## src/hdl/eeprom_ctrl_defines.svh

```systemverilog
// Purpose: named offsets, fields and timing for the eeprom control block
// Assumes: 8-bit special function register bus
// Notes:   included by the design module, the checker and the bench
`ifndef EEPROM_CTRL_DEFINES_SVH
`define EEPROM_CTRL_DEFINES_SVH
`define CTRL_ADDR        8'hD2
`define KEY_MSB          7
`define KEY_LSB          4
`define SPACE_BIT        1
`define BUSY_BIT         0
`define KEY_FIRST        4'h5
`define KEY_SECOND       4'hA
`define CTRL_RESET       8'h00
`define PROG_TIME_US     10
`define CLK_MHZ          25
`define PAGE_BYTES       128
`endif

```

## src/hdl/eeprom_ctrl_pkg.sv

```systemverilog
// Purpose: shared types for the eeprom control block
// Assumes: defines header present
// Notes:   unlock sequencer states are one-hot
package eeprom_ctrl_pkg;
   typedef enum logic [2:0] {
      unlock_idle  = 3'b001,
      unlock_armed = 3'b010,
      unlock_prog  = 3'b100
   } unlock_state_t;
endpackage

```

## src/hdl/latch_if.sv

```systemverilog
// Purpose: carries column latch writes and reads to the latch memory
// Assumes: single clock
// Notes:   one write and one read port per cycle
interface latch_if #(parameter int AW = 7);
   logic          wr_en;
   logic [AW-1:0] wr_addr;
   logic [7:0]    wr_data;
   logic [AW-1:0] rd_addr;
   logic [7:0]    rd_data;
   logic          clear;
   modport ctrl (output wr_en, wr_addr, wr_data, rd_addr, clear,
                 input rd_data);
   modport mem  (input wr_en, wr_addr, wr_data, rd_addr, clear,
                 output rd_data);
endinterface

```

## src/hdl/column_latch_mem.sv

```systemverilog
// Purpose: column latch buffer, one page of bytes
// Assumes: synchronous reset, read data registered
// Notes:   clear zeroes the read register; stored bytes stay in place
module column_latch_mem #(
   parameter int AW = 7
) (
   input  wire logic ref_clk,
   input  wire logic sys_rst,
   latch_if.mem      lat
);
   localparam int DEPTH = 1 << AW;
   logic [7:0] mem [DEPTH];
   logic [7:0] rd_q;
   logic [7:0] next_rd;

   // -------------------------------------------------
   // storage and registered read
   // -------------------------------------------------
   always_comb begin
      next_rd = mem[lat.rd_addr];
   end

   always_ff @(posedge ref_clk) begin
      if (lat.wr_en) begin
         mem[lat.wr_addr] <= lat.wr_data;
      end
      // a finished program leaves no stale byte on the read port
      if (sys_rst || lat.clear) begin
         rd_q <= 8'h00;
      end else begin
         rd_q <= next_rd;
      end
   end
   assign lat.rd_data = rd_q;
endmodule // column_latch_mem

```

## src/hdl/eeprom_control_register.sv

```systemverilog
// Purpose: eeprom control register, unlock sequencer, busy and routing
// Assumes: cpu sfr bus synchronous to ref_clk; xdata bus one access/cycle
// Notes:   program time is a parameter; nvm array itself is outside
// Functional notes
// programming starts only after a 5 write then an A write to the key.
// software never sets bits 3 and 2 and ignores what they read.
// space select one sends external data moves to the eeprom latches.
// space select zero sends external data moves to on-chip xram.
// busy rises as programming begins and holds for the whole operation.
// busy clears by itself when programming is finished.
// software writes never change the busy flag.
// reset clears space select and busy; upper bits read as zero here.
// the register is byte wide only, no single-bit access path.
// the two unlock writes must be back to back or launch aborts.
// while busy the eeprom segment is not readable.
// the page last used during latch loading is the one programmed.
// any other key write returns the sequencer to idle; a 5 write while armed keeps it armed.
`include "eeprom_ctrl_defines.svh"
module eeprom_control_register
   import eeprom_ctrl_pkg::*;
#(
   parameter int PROG_CYCLES = `PROG_TIME_US * `CLK_MHZ,
   parameter int PAGE_AW     = 7,
   parameter int ADDR_W      = 11
) (
   input  wire logic              ref_clk,
   input  wire logic              sys_rst,
   input  wire logic [7:0]        sfr_addr,
   input  wire logic              sfr_wr,
   input  wire logic              sfr_rd,
   input  wire logic [7:0]        sfr_wdata,
   output logic      [7:0]        sfr_rdata,
   input  wire logic              instr_done,
   input  wire logic              xd_wr,
   input  wire logic              xd_rd,
   input  wire logic [ADDR_W-1:0] xd_addr,
   input  wire logic [7:0]        xd_wdata,
   output logic      [7:0]        xd_rdata,
   output logic                   xram_sel,
   output logic                   xram_wr,
   output logic                   xram_rd,
   output logic      [ADDR_W-1:0] xram_addr,
   output logic      [7:0]        xram_wdata,
   input  wire logic [7:0]        xram_rdata,
   output logic                   nvm_prog_start,
   output logic [ADDR_W-PAGE_AW-1:0] nvm_page,
   output logic      [PAGE_AW-1:0] nvm_col_addr,
   output logic      [7:0]        nvm_col_data,
   output logic                   nvm_col_valid
);
   localparam int CW = $clog2(PROG_CYCLES + 1);
   localparam int PW = ADDR_W - PAGE_AW;

   latch_if #(.AW(PAGE_AW)) lat ();

   column_latch_mem #(.AW(PAGE_AW)) u_latch (
      .ref_clk (ref_clk),
      .sys_rst (sys_rst),
      .lat     (lat)
   );

   // -------------------------------------------------
   // control register and unlock sequencer
   // -------------------------------------------------
   unlock_state_t   state;
   unlock_state_t   next_state;
   logic            space_sel;
   logic            next_space_sel;
   logic            busy;
   logic            next_busy;
   logic [CW-1:0]   count;
   logic [CW-1:0]   next_count;
   logic [PAGE_AW:0] dump;
   logic [PAGE_AW:0] next_dump;
   logic            armed_gap;
   logic            next_armed_gap;
   logic            ctrl_wr;
   logic [3:0]      key;

   assign ctrl_wr = sfr_wr && (sfr_addr == `CTRL_ADDR);
   assign key     = sfr_wdata[`KEY_MSB:`KEY_LSB];

   // sequencer: a key write other than A or 5 after 5 falls back to idle
   always_comb begin
      next_state     = state;
      next_space_sel = space_sel;
      next_busy      = busy;
      next_count     = count;
      next_dump      = dump;
      next_armed_gap = 1'b0;
      if (ctrl_wr) begin
         next_space_sel = sfr_wdata[`SPACE_BIT]; // bit 0 ignored
      end
      case (state)
         unlock_idle: begin
            if (ctrl_wr && key == `KEY_FIRST && !busy) begin
               next_state = unlock_armed;
            end
         end
         unlock_armed: begin
            // an instruction completed without the second write aborts
            if (ctrl_wr && key == `KEY_SECOND) begin
               next_state = unlock_prog;
               next_busy  = 1'b1;
               next_count = CW'(PROG_CYCLES);
               next_dump  = '0;
            end else if (ctrl_wr) begin
               next_state = (key == `KEY_FIRST) ? unlock_armed
                                                : unlock_idle;
            end else if (instr_done && armed_gap) begin
               next_state = unlock_idle;
            end
            next_armed_gap = !ctrl_wr && (armed_gap || instr_done);
         end
         unlock_prog: begin
            // busy holds until the timer expires
            if (count != '0) begin
               next_count = count - CW'(1);
            end else begin
               next_busy  = 1'b0;
               next_state = unlock_idle;
            end
            if (dump[PAGE_AW] == 1'b0) begin
               next_dump = dump + (PAGE_AW+1)'(1);
            end
         end
         default: next_state = unlock_idle;
      endcase
   end

   // the write that arms the sequencer itself ends one instruction
   always_ff @(posedge ref_clk) begin
      if (sys_rst) begin
         state     <= unlock_idle;
         space_sel <= 1'b0;
         busy      <= 1'b0;
         count     <= '0;
         dump      <= '0;
         armed_gap <= 1'b0;
      end else begin
         state     <= next_state;
         space_sel <= next_space_sel;
         busy      <= next_busy;
         count     <= next_count;
         dump      <= next_dump;
         armed_gap <= next_armed_gap;
      end
   end

   // -------------------------------------------------
   // latch loading, page capture and valid tracking
   // -------------------------------------------------
   logic [PW-1:0]      page;
   logic [PW-1:0]      next_page;
   logic [(1<<PAGE_AW)-1:0] valid;
   logic [(1<<PAGE_AW)-1:0] next_valid;
   logic               ee_wr;
   logic               ee_rd;

   assign ee_wr = xd_wr && space_sel && !busy;
   assign ee_rd = xd_rd && space_sel && !busy;

   // a new page address discards bytes held for the old one
   always_comb begin
      next_page  = page;
      next_valid = valid;
      if (ee_wr) begin
         next_page = xd_addr[ADDR_W-1:PAGE_AW];
         if (xd_addr[ADDR_W-1:PAGE_AW] != page) begin
            next_valid = '0;
         end
         next_valid[xd_addr[PAGE_AW-1:0]] = 1'b1;
      end
      // end of programming drops the marks even when a short program
      // time cut the dump stream before the last column
      if (lat.clear) begin
         next_valid = '0;
      end
   end

   always_ff @(posedge ref_clk) begin
      if (sys_rst) begin
         page  <= '0;
         valid <= '0;
      end else begin
         page  <= next_page;
         valid <= next_valid;
      end
   end

   assign lat.wr_en   = ee_wr;
   assign lat.wr_addr = xd_addr[PAGE_AW-1:0];
   assign lat.wr_data = xd_wdata;
   assign lat.rd_addr = busy ? dump[PAGE_AW-1:0] : xd_addr[PAGE_AW-1:0];
   assign lat.clear   = (state == unlock_prog) && (count == '0);

   // -------------------------------------------------
   // registered outputs
   // -------------------------------------------------
   logic [7:0] next_rdata;
   logic       rd_space_q;
   logic       ee_rd_q;
   logic       dump_q;
   logic [PAGE_AW-1:0] dump_addr_q;

   // reserved bits and key read zero; key is write-only by nature
   always_comb begin
      next_rdata = `CTRL_RESET;
      if (sfr_rd && sfr_addr == `CTRL_ADDR) begin
         next_rdata[`SPACE_BIT] = space_sel;
         next_rdata[`BUSY_BIT]  = busy;
      end
   end

   always_ff @(posedge ref_clk) begin
      if (sys_rst) begin
         sfr_rdata      <= `CTRL_RESET;
         xram_sel       <= 1'b0;
         xram_wr        <= 1'b0;
         xram_rd        <= 1'b0;
         xram_addr      <= '0;
         xram_wdata     <= 8'h00;
         xd_rdata       <= 8'h00;
         nvm_prog_start <= 1'b0;
         nvm_page       <= '0;
         nvm_col_addr   <= '0;
         nvm_col_data   <= 8'h00;
         nvm_col_valid  <= 1'b0;
         dump_q         <= 1'b0;
         dump_addr_q    <= '0;
         rd_space_q     <= 1'b0;
         ee_rd_q        <= 1'b0;
      end else begin
         sfr_rdata      <= next_rdata;
         xram_sel       <= !space_sel;
         xram_wr        <= xd_wr && !space_sel;
         xram_rd        <= xd_rd && !space_sel;
         xram_addr      <= xd_addr;
         xram_wdata     <= xd_wdata;
         // latch data leaves the memory register one edge after the
         // request, so space and gate travel along; busy reads give zero
         rd_space_q     <= space_sel;
         ee_rd_q        <= ee_rd;
         xd_rdata       <= rd_space_q ? (ee_rd_q ? lat.rd_data : 8'h00)
                                      : xram_rdata;
         nvm_prog_start <= (state == unlock_armed) &&
                           (next_state == unlock_prog);
         nvm_page       <= page;
         // stop one edge before busy drops so no column trails it
         dump_q         <= busy && !dump[PAGE_AW] && (count > CW'(1));
         dump_addr_q    <= dump[PAGE_AW-1:0];
         nvm_col_addr   <= dump_addr_q;
         nvm_col_data   <= lat.rd_data;
         nvm_col_valid  <= dump_q && valid[dump_addr_q];
      end
   end
endmodule // eeprom_control_register

```

## config.mk

```make
export PLATFORM = sky130hd
export DESIGN_NAME = eeprom_control_register
export DESIGN_NICKNAME = d
export VERILOG_FILES = /design/src/hdl/eeprom_ctrl_pkg.sv /design/src/hdl/latch_if.sv /design/src/hdl/column_latch_mem.sv /design/src/hdl/eeprom_control_register.sv
export VERILOG_INCLUDE_DIRS = /design/src /design/src/hdl
export SDC_FILE = /design/constraint.sdc
export NUM_CORES = 2
export LEC_CHECK = 0
export BUFFER_PORTS_ARGS = -buffer_cell sky130_fd_sc_hd__buf_2
export CORE_ASPECT_RATIO = 0.7
export CORE_MARGIN = 1
export CORE_UTILIZATION = 55
export CTS_CLUSTER_SIZE = 20
export DETAILED_ROUTE_END_ITERATION = 16
export PLACE_DENSITY = 0.71
export SLEW_MARGIN = 0
export SYNTH_ARGS = -nofsm -noshare
export SYNTH_HDL_FRONTEND = slang
export SYNTH_SLANG_ARGS = --single-unit
```

## constraint.sdc

```tcl
create_clock -name ref_clk -period 3.2 [get_ports ref_clk]
set_input_delay 0.32 -clock ref_clk [delete_from_list [all_inputs] [get_ports ref_clk]]
set_output_delay 0.32 -clock ref_clk [all_outputs]
set_load 0.01 [all_outputs]
```

* Word level (Yosys, flattened, before mapping)
Memories as Yosys holds them, arrays and structs flattened. A register that Yosys moved wholly into a read port is not among the register bits.
Cells that the tools add are included.
** Operators by class
- Mux-type cells :: 27
- Bitwise logic cells :: 3
- Shift-type cells :: 0
- Div/mod/pow operators :: 0
- $mul :: 0
- Order comparisons :: 4
- Add/subtract/negate cells :: 2
- Eq/ne operators :: 12
- Reductions and logical operators :: 35
** Operators with widths (number)
- 2-to-1 mux 128 bit :: 2
- bitwise OR 128 bit :: 1
- 2-to-1 mux 8 bit :: 6
- one-hot mux 8 bit (2 select lines) :: 2
- logical AND 1 bit :: 19
- < comparator 7 x 8 -> 1 bit, second input constant :: 2
- 2-to-1 mux 3 bit :: 5
- one-hot mux 3 bit (3 select lines) :: 1
- AND reduction 3 bit :: 3
- adder 8 x 1 -> 8 bit, second input constant :: 1
- equality test 8 bit, second input constant :: 1
- greater-than comparator 8 x 1 -> 1 bit, second input constant :: 1
- logical NOT 8 bit :: 1
- inequality test 2 bit, second input constant :: 4
- nonzero test 8 bit :: 1
- subtractor 8 x 1 -> 8 bit, second input constant :: 1
- binary-select mux 1 bit (select 7 bit) :: 1
- demux 1 bit (select 7 bit) :: 1
- greater-or-equal comparator 7 x 1 -> 1 bit, second input constant :: 1
- 2-to-1 mux 7 bit :: 1
- equality test 3 bit, second input constant :: 2
- 2-to-1 mux 1 bit :: 6
- OR reduction 2 bit :: 3
- equality test 4 x 3 -> 1 bit, second input constant :: 1
- 11 further kinds :: 16
** Word-level totals
- Memories :: 1
- Latch bits :: 0
- RAM bits :: 1024
- Word-level logic and storage cells :: 110
- Bits in read-only memories :: 0
- Bits of input ports :: 50
- Flip-flop bits (word level) :: 223
** Memories
- u_latch.mem :: words 128, width 8, read ports 1, clocked after memory_dff 1, write ports 1, RTL line column_latch_mem.sv:12 : logic [7:0] mem [DEPTH];

* Depth between registers and ports, before layout
- Depth after elaboration :: 8
- Depth in mapped cells :: 13

* By module
A second synthesis with hierarchy kept.
** Second synthesis, totals
- Cell total of the unflattened synthesis :: 3113
- Area total of the unflattened synthesis :: 49409.9 µm²
** By module, submodules not included
- column_latch_mem :: sequential area each 30909.6 µm², times used 1, area an instance 40626.5 µm², cells each 2235
- eeprom_control_register :: sequential area each 4344.2 µm², times used 1, area an instance 8783.4 µm², cells each 878

* Least setup slack after synthesis
No wires, ideal clock.
- Path kind :: register to register
- From :: register dump_addr_q[0]
- To :: register nvm_col_valid
- Arrival :: 2.244 ns
- Setup time :: 0.127 ns
- Cell stages (with the launch flop) :: 8
- Slack :: 0.829 ns
- Period minus slack after synthesis :: 2.371 ns
- Cell sequence :: dfxtp_1 > buf_2 > buf_4 > buf_4 > mux4_2 > mux4_2 > o311ai_0 > nor2_1
** Between the ends
- Cells in the longest elaborated chain, start to end :: 3
** Ends and longest elaborated chain
- start: declaration :: RTL line eeprom_control_register.sv:204 : logic [PAGE_AW-1:0] dump_addr_q;
- start signal: assignment :: RTL line eeprom_control_register.sv:251 : dump_addr_q <= dump[PAGE_AW-1:0];
- binary-select mux 1 bit (select 7 bit) :: RTL line eeprom_control_register.sv:254 : nvm_col_valid <= dump_q && valid[dump_addr_q];
- 2-to-1 mux 1 bit (implied by the code) :: RTL line eeprom_control_register.sv:254
- logical AND 1 bit :: RTL line eeprom_control_register.sv:254
- end signal: assignment :: RTL line eeprom_control_register.sv:254
- end: declaration :: RTL line eeprom_control_register.sv:49 : output logic nvm_col_valid
No other way between the ends. The select of a mux whose other input is x is not followed.
A chain may end at the register's enable or synchronous reset.

* Worst setup path after layout
- From :: register busy
- To :: register u_latch.rd_q[7], in the netlist u_latch.lat.rd_data[7] (read register of u_latch.mem)
** Between the ends
- Cells in the longest elaborated chain, start to end :: 1
** Ends and longest elaborated chain
- start: declaration :: RTL line eeprom_control_register.sv:69 : logic busy;
- start signal: assignment :: RTL line eeprom_control_register.sv:143 : busy <= next_busy;
- 2-to-1 mux 7 bit :: RTL line eeprom_control_register.sv:194 : assign lat.rd_addr = busy ? dump[PAGE_AW-1:0] : xd_addr[PAGE_AW-1:0];
- end: declaration :: RTL line column_latch_mem.sv:13 : logic [7:0] rd_q;
No other way between the ends.

==> impl_metrics.py <==
metrics = {
    "layout": {
        "fin_nets": 4012,
        "post-route-util_pct": 64.73,
        "n_antenna_cell": 0,
        "area_delta_synth_final_pct": 15.87,
        "final_cells": 5206,
        "drive_gt1_share_pct": 15.06,
        "fin_area_um2": 56050,
    },
    "synthesis": {
        "syn_area_um2": 48370,
        "ys_warn_count": 0,
        "synthAdderAreaFrac_pct": 0.1035,
        "synth-xor-area-share_pct": 0.2716,
        "syn_inst": 3663,
        "synth-compound-area-share_pct": 6.500,
        "synth_cell_types": 55,
        "avgSynthCellArea_um2": 13.21,
        "synthMuxAreaShare_pct": 5.789,
        "synthSimpleGateAreaFrac_pct": 12.17,
        "synth-edff-count": 1024,
        "synth-seq-area-share_pct": 72.88,
        "ys_seq_elements": 1249,
        "synth_top_family_by_area": "simple AND/OR/NAND/NOR gates",
        "synth_ff_type": "edfxtp_1",
        "async_reset_ff_share_pct": 0,
    },
    "global_routing": {
        "overflow": 0,
        "antenna_found_initial": 4,
        "grt_usage_pct": 28.59,
        "grt_pass1_wl_mm": 189.8,
        "grt_max_degree": 130,
        "first_global_vias": 29500,
    },
    "critical_path": {
        "r2r_cells": 8,
        "arrival_ns": 3.69,
        "r2r-end": "u_latch.lat.rd_data[7]",
        "r2r-start": "busy",
        "endpoint_kind": "flop",
        "worst-setup-path-type": "flop to flop",
        "r2r_setup_slack_ns": 0.15,
        "critical_path_required_ns": 3.84,
        "crit_fanout": 52,
        "setup.worst_path.start_class": "flop",
    },
    "floorplan": {
        "core_area_um2": 86600,
        "die_y_um": 250.1,
        "std_cell_rows": 90,
        "die_width_um": 356.5,
        "io_pins": 109,
        "start_util_pct": 55.86,
        "design.die.area_um2": 89160,
    },
    "route": {
        "post_drt_wl_per_cell_um": 24.63,
        "firstDrtPassIters": 6,
        "drt.antenna.violating_nets": 0,
        "drt_iter0_drc": 5024,
        "totalWireLength_mm": 128.2,
        "num_vias": 31720,
        "drc": 0,
        "vias_per_cell": 6.093,
    },
    "sta": {
        "holdWs_ns": 0.07652,
        "hold_viol": 0,
        "clock-skew-final_ns": 0.03598,
        "fmax_mhz": 328.2,
        "slew_violations": 0,
        "setup_tns_ns": 0,
        "rsz0062_at_grt": "no",
        "worst_slew_pin_slew_ns": 0.9982,
        "fin_ws_ns": 0.1528,
        "period_share_pct": 95.22,
        "relSlewSlack_pct": 33.45,
        "period_needed_ns": 3.047,
        "setup_viol": 0,
    },
    "cts": {
        "cts.clk_slew.worst_paths_ns": 0.06,
        "clockBufferDepth": 3,
        "h-tree-depth": 3,
        "cts_buffers": 113,
        "cts.sinks": 1249,
        "post-cts-setup-buffers": 0,
        "clk_latency_ns": 0.72,
        "root_buffer": "clkbuf_16",
        "cts_tree": "done",
    },
    "power": {
        "peakVddDrop_mv": 0.5504,
        "power.share.combinational_pct": 4.9,
        "power.density_nw_per_um2": 597.3,
        "leakage_nw": 19.86,
        "seq_power_share_pct": 52.6,
        "p_int_mw": 26.39,
        "power_mw": 33.48,
        "clkPwrFrac_pct": 42.5,
        "p_sw_mw": 7.089,
        "swShare_pct": 21.17,
    },
    "place": {
        "placed_cell_area_um2": 51960,
        "dp_hpwl_mm": 79.55,
        "place.gp.congestion": 0.9151,
        "placed_cells": 4974,
        "dp_slack_ns": 0.1626,
        "io_buffers": 99,
    },
    "outcome": {
        "status": "finished clean",
    },
    "min_path": {
        "hp-start": "sfr_addr[2]",
        "min_path_type": "input port to flop",
        "hold_end": "sfr_rdata[1]",
        "hold-path-cell-count": 4,
    },
    "run": {
        "maxCapViolCount": 0,
    },
}
[power groups by stage]
stage | Clock [mW] | Combinational [mW] | Sequential (mW)
global route | 14.9 | 1.74 | 17.6
detailed placement | 0 | 1.59 | 18.0
floorplan | 0 | 0.756 | 18.0
finish | 14.2 | 1.64 | 17.6
global placement | 0 | 1.56 | 18.0
CTS | 14.3 | 1.62 | 17.6
[what timing repair did]
item	CTS	global route
endpoints found under the setup margin	0	1
gates resized for setup	0	1
hold buffers	19	0
endpoints found under the hold margin	25	0
[registers in the layout, indices dropped and copies added, names as in the netlist, 2 cells and up]
name and count:
dump 8, valid 128, dump_addr_q 7, sfr_rdata 2, nvm_col_data 8, u_latch.lat.rd_data 8
xram_wdata 8, page 4, xd_rdata 8, count 8, xram_addr 11, nvm_page 4
u_latch.mem 1024, state 3, nvm_col_addr 7
[cell usage in the layout, fill, tap and decap left out, types with 12 or more instances in the layout]
| master | synthesis | final |
|---|---|---|
| a21oi_1 | 347 | 347 |
| a22oi_1 | 13 | 13 |
| buf_12 | 0 | 37 |
| buf_2 | 58 | 91 |
| buf_4 | 19 | 254 |
| bufinv_16 | 0 | 16 |
| clkbuf_1 | 121 | 28 |
| clkbuf_16 | 0 | 117 |
| clkbuf_8 | 0 | 13 |
| clkinv_1 | 0 | 12 |
| clkinv_2 | 0 | 18 |
| dfxtp_1 | 225 | 223 |
| dlygate4sd3_1 | 0 | 19 |
| edfxtp_1 | 1024 | 1024 |
| mux2i_1 | 195 | 194 |
| mux4_2 | 35 | 35 |
| nand2_1 | 679 | 678 |
| nand3_1 | 145 | 145 |
| nand4_1 | 46 | 46 |
| nor2_1 | 294 | 294 |
| nor2b_1 | 64 | 64 |
| nor4_1 | 65 | 64 |
| o21ai_0 | 75 | 75 |
| o21ai_1 | 27 | 27 |
| o22ai_1 | 80 | 80 |
| or4_1 | 16 | 16 |
[critical path, cell delays in order, from the launching register on]
cell,delay [ns]
dfxtp_1,0.43
mux2_8,0.45
buf_12,0.32
buf_4,0.31
nand2_1,0.08
a21oi_1,0.42
nor4_1,0.09
or4_1,0.56
o221ai_1,0.23
[worst max path at each step]
stage	from	endpoint	slack [ns]
after floorplan	dump_addr_q[0]	nvm_col_valid	0.83
after global placement	busy	u_latch.lat.rd_data[6]	0.23
after detailed placement	xd_addr[0]	u_latch.lat.rd_data[2]	0.16
after CTS	busy	u_latch.lat.rd_data[4]	0.20
after global routing	busy	u_latch.lat.rd_data[2]	0.04
final	busy	u_latch.lat.rd_data[7]	0.15
[cells in the mapped netlist (9+ instances only)]
cell	count	area [um^2]
o22ai_1	80	500.5
nor3_1	9	45.04
buf_6	12	135.1
nor2b_1	64	400.4
nor4_1	65	406.6
nand2_1	679	2549
clkbuf_1	121	454.2
nand3_1	145	725.7
mux2i_1	195	1952
dfxtp_1	225	4504
o21ai_0	75	375.4
a22oi_1	13	97.59
buf_1	16	60.06
nor2_1	294	1104
buf_2	58	290.3
xor2_1	11	96.34
or4_1	16	120.1
nand4_1	46	287.8
edfxtp_1	1024	30750
mux4_2	35	788.3
a21oi_1	347	1737
o21ai_1	27	135.1
buf_4	19	142.6
[metal layers]
layer / track usage, % / share of wire [%] / up-vias
li1: - / - / 14030
met4: 7.774 / 2.4 / 0
met1: 46.19 / 44 / 15580
met2: 38.89 / 41 / 1907
met3: 5.960 / 12 / 202
met5: 0 / 0 / -
[layout make-up]
class / count / area, um^2
clock buffer: 161 / 3227
clock inverter: 52 / 669.4
fill: 6244 / 30540
inverter: 6 / 22.52
multi-input combinational: 2187 / 12150
sequential: 1249 / 35260
tap: 1150 / 1439
timing repair buffer: 401 / 3293
[logic make-up (layout without fill, tap and decap cells)]
logic type,after synthesis,after routing
other,1,6
and+or+nand+nor,1352,1352
muxes,235,235
buffers and inverters,232,620
xor gates and xnor gates,15,15
AOI/OAI and AO/OA,575,575
DFF,1249,1249
adders and majority gates,4,4
Power figures use the tool's default switching activity.
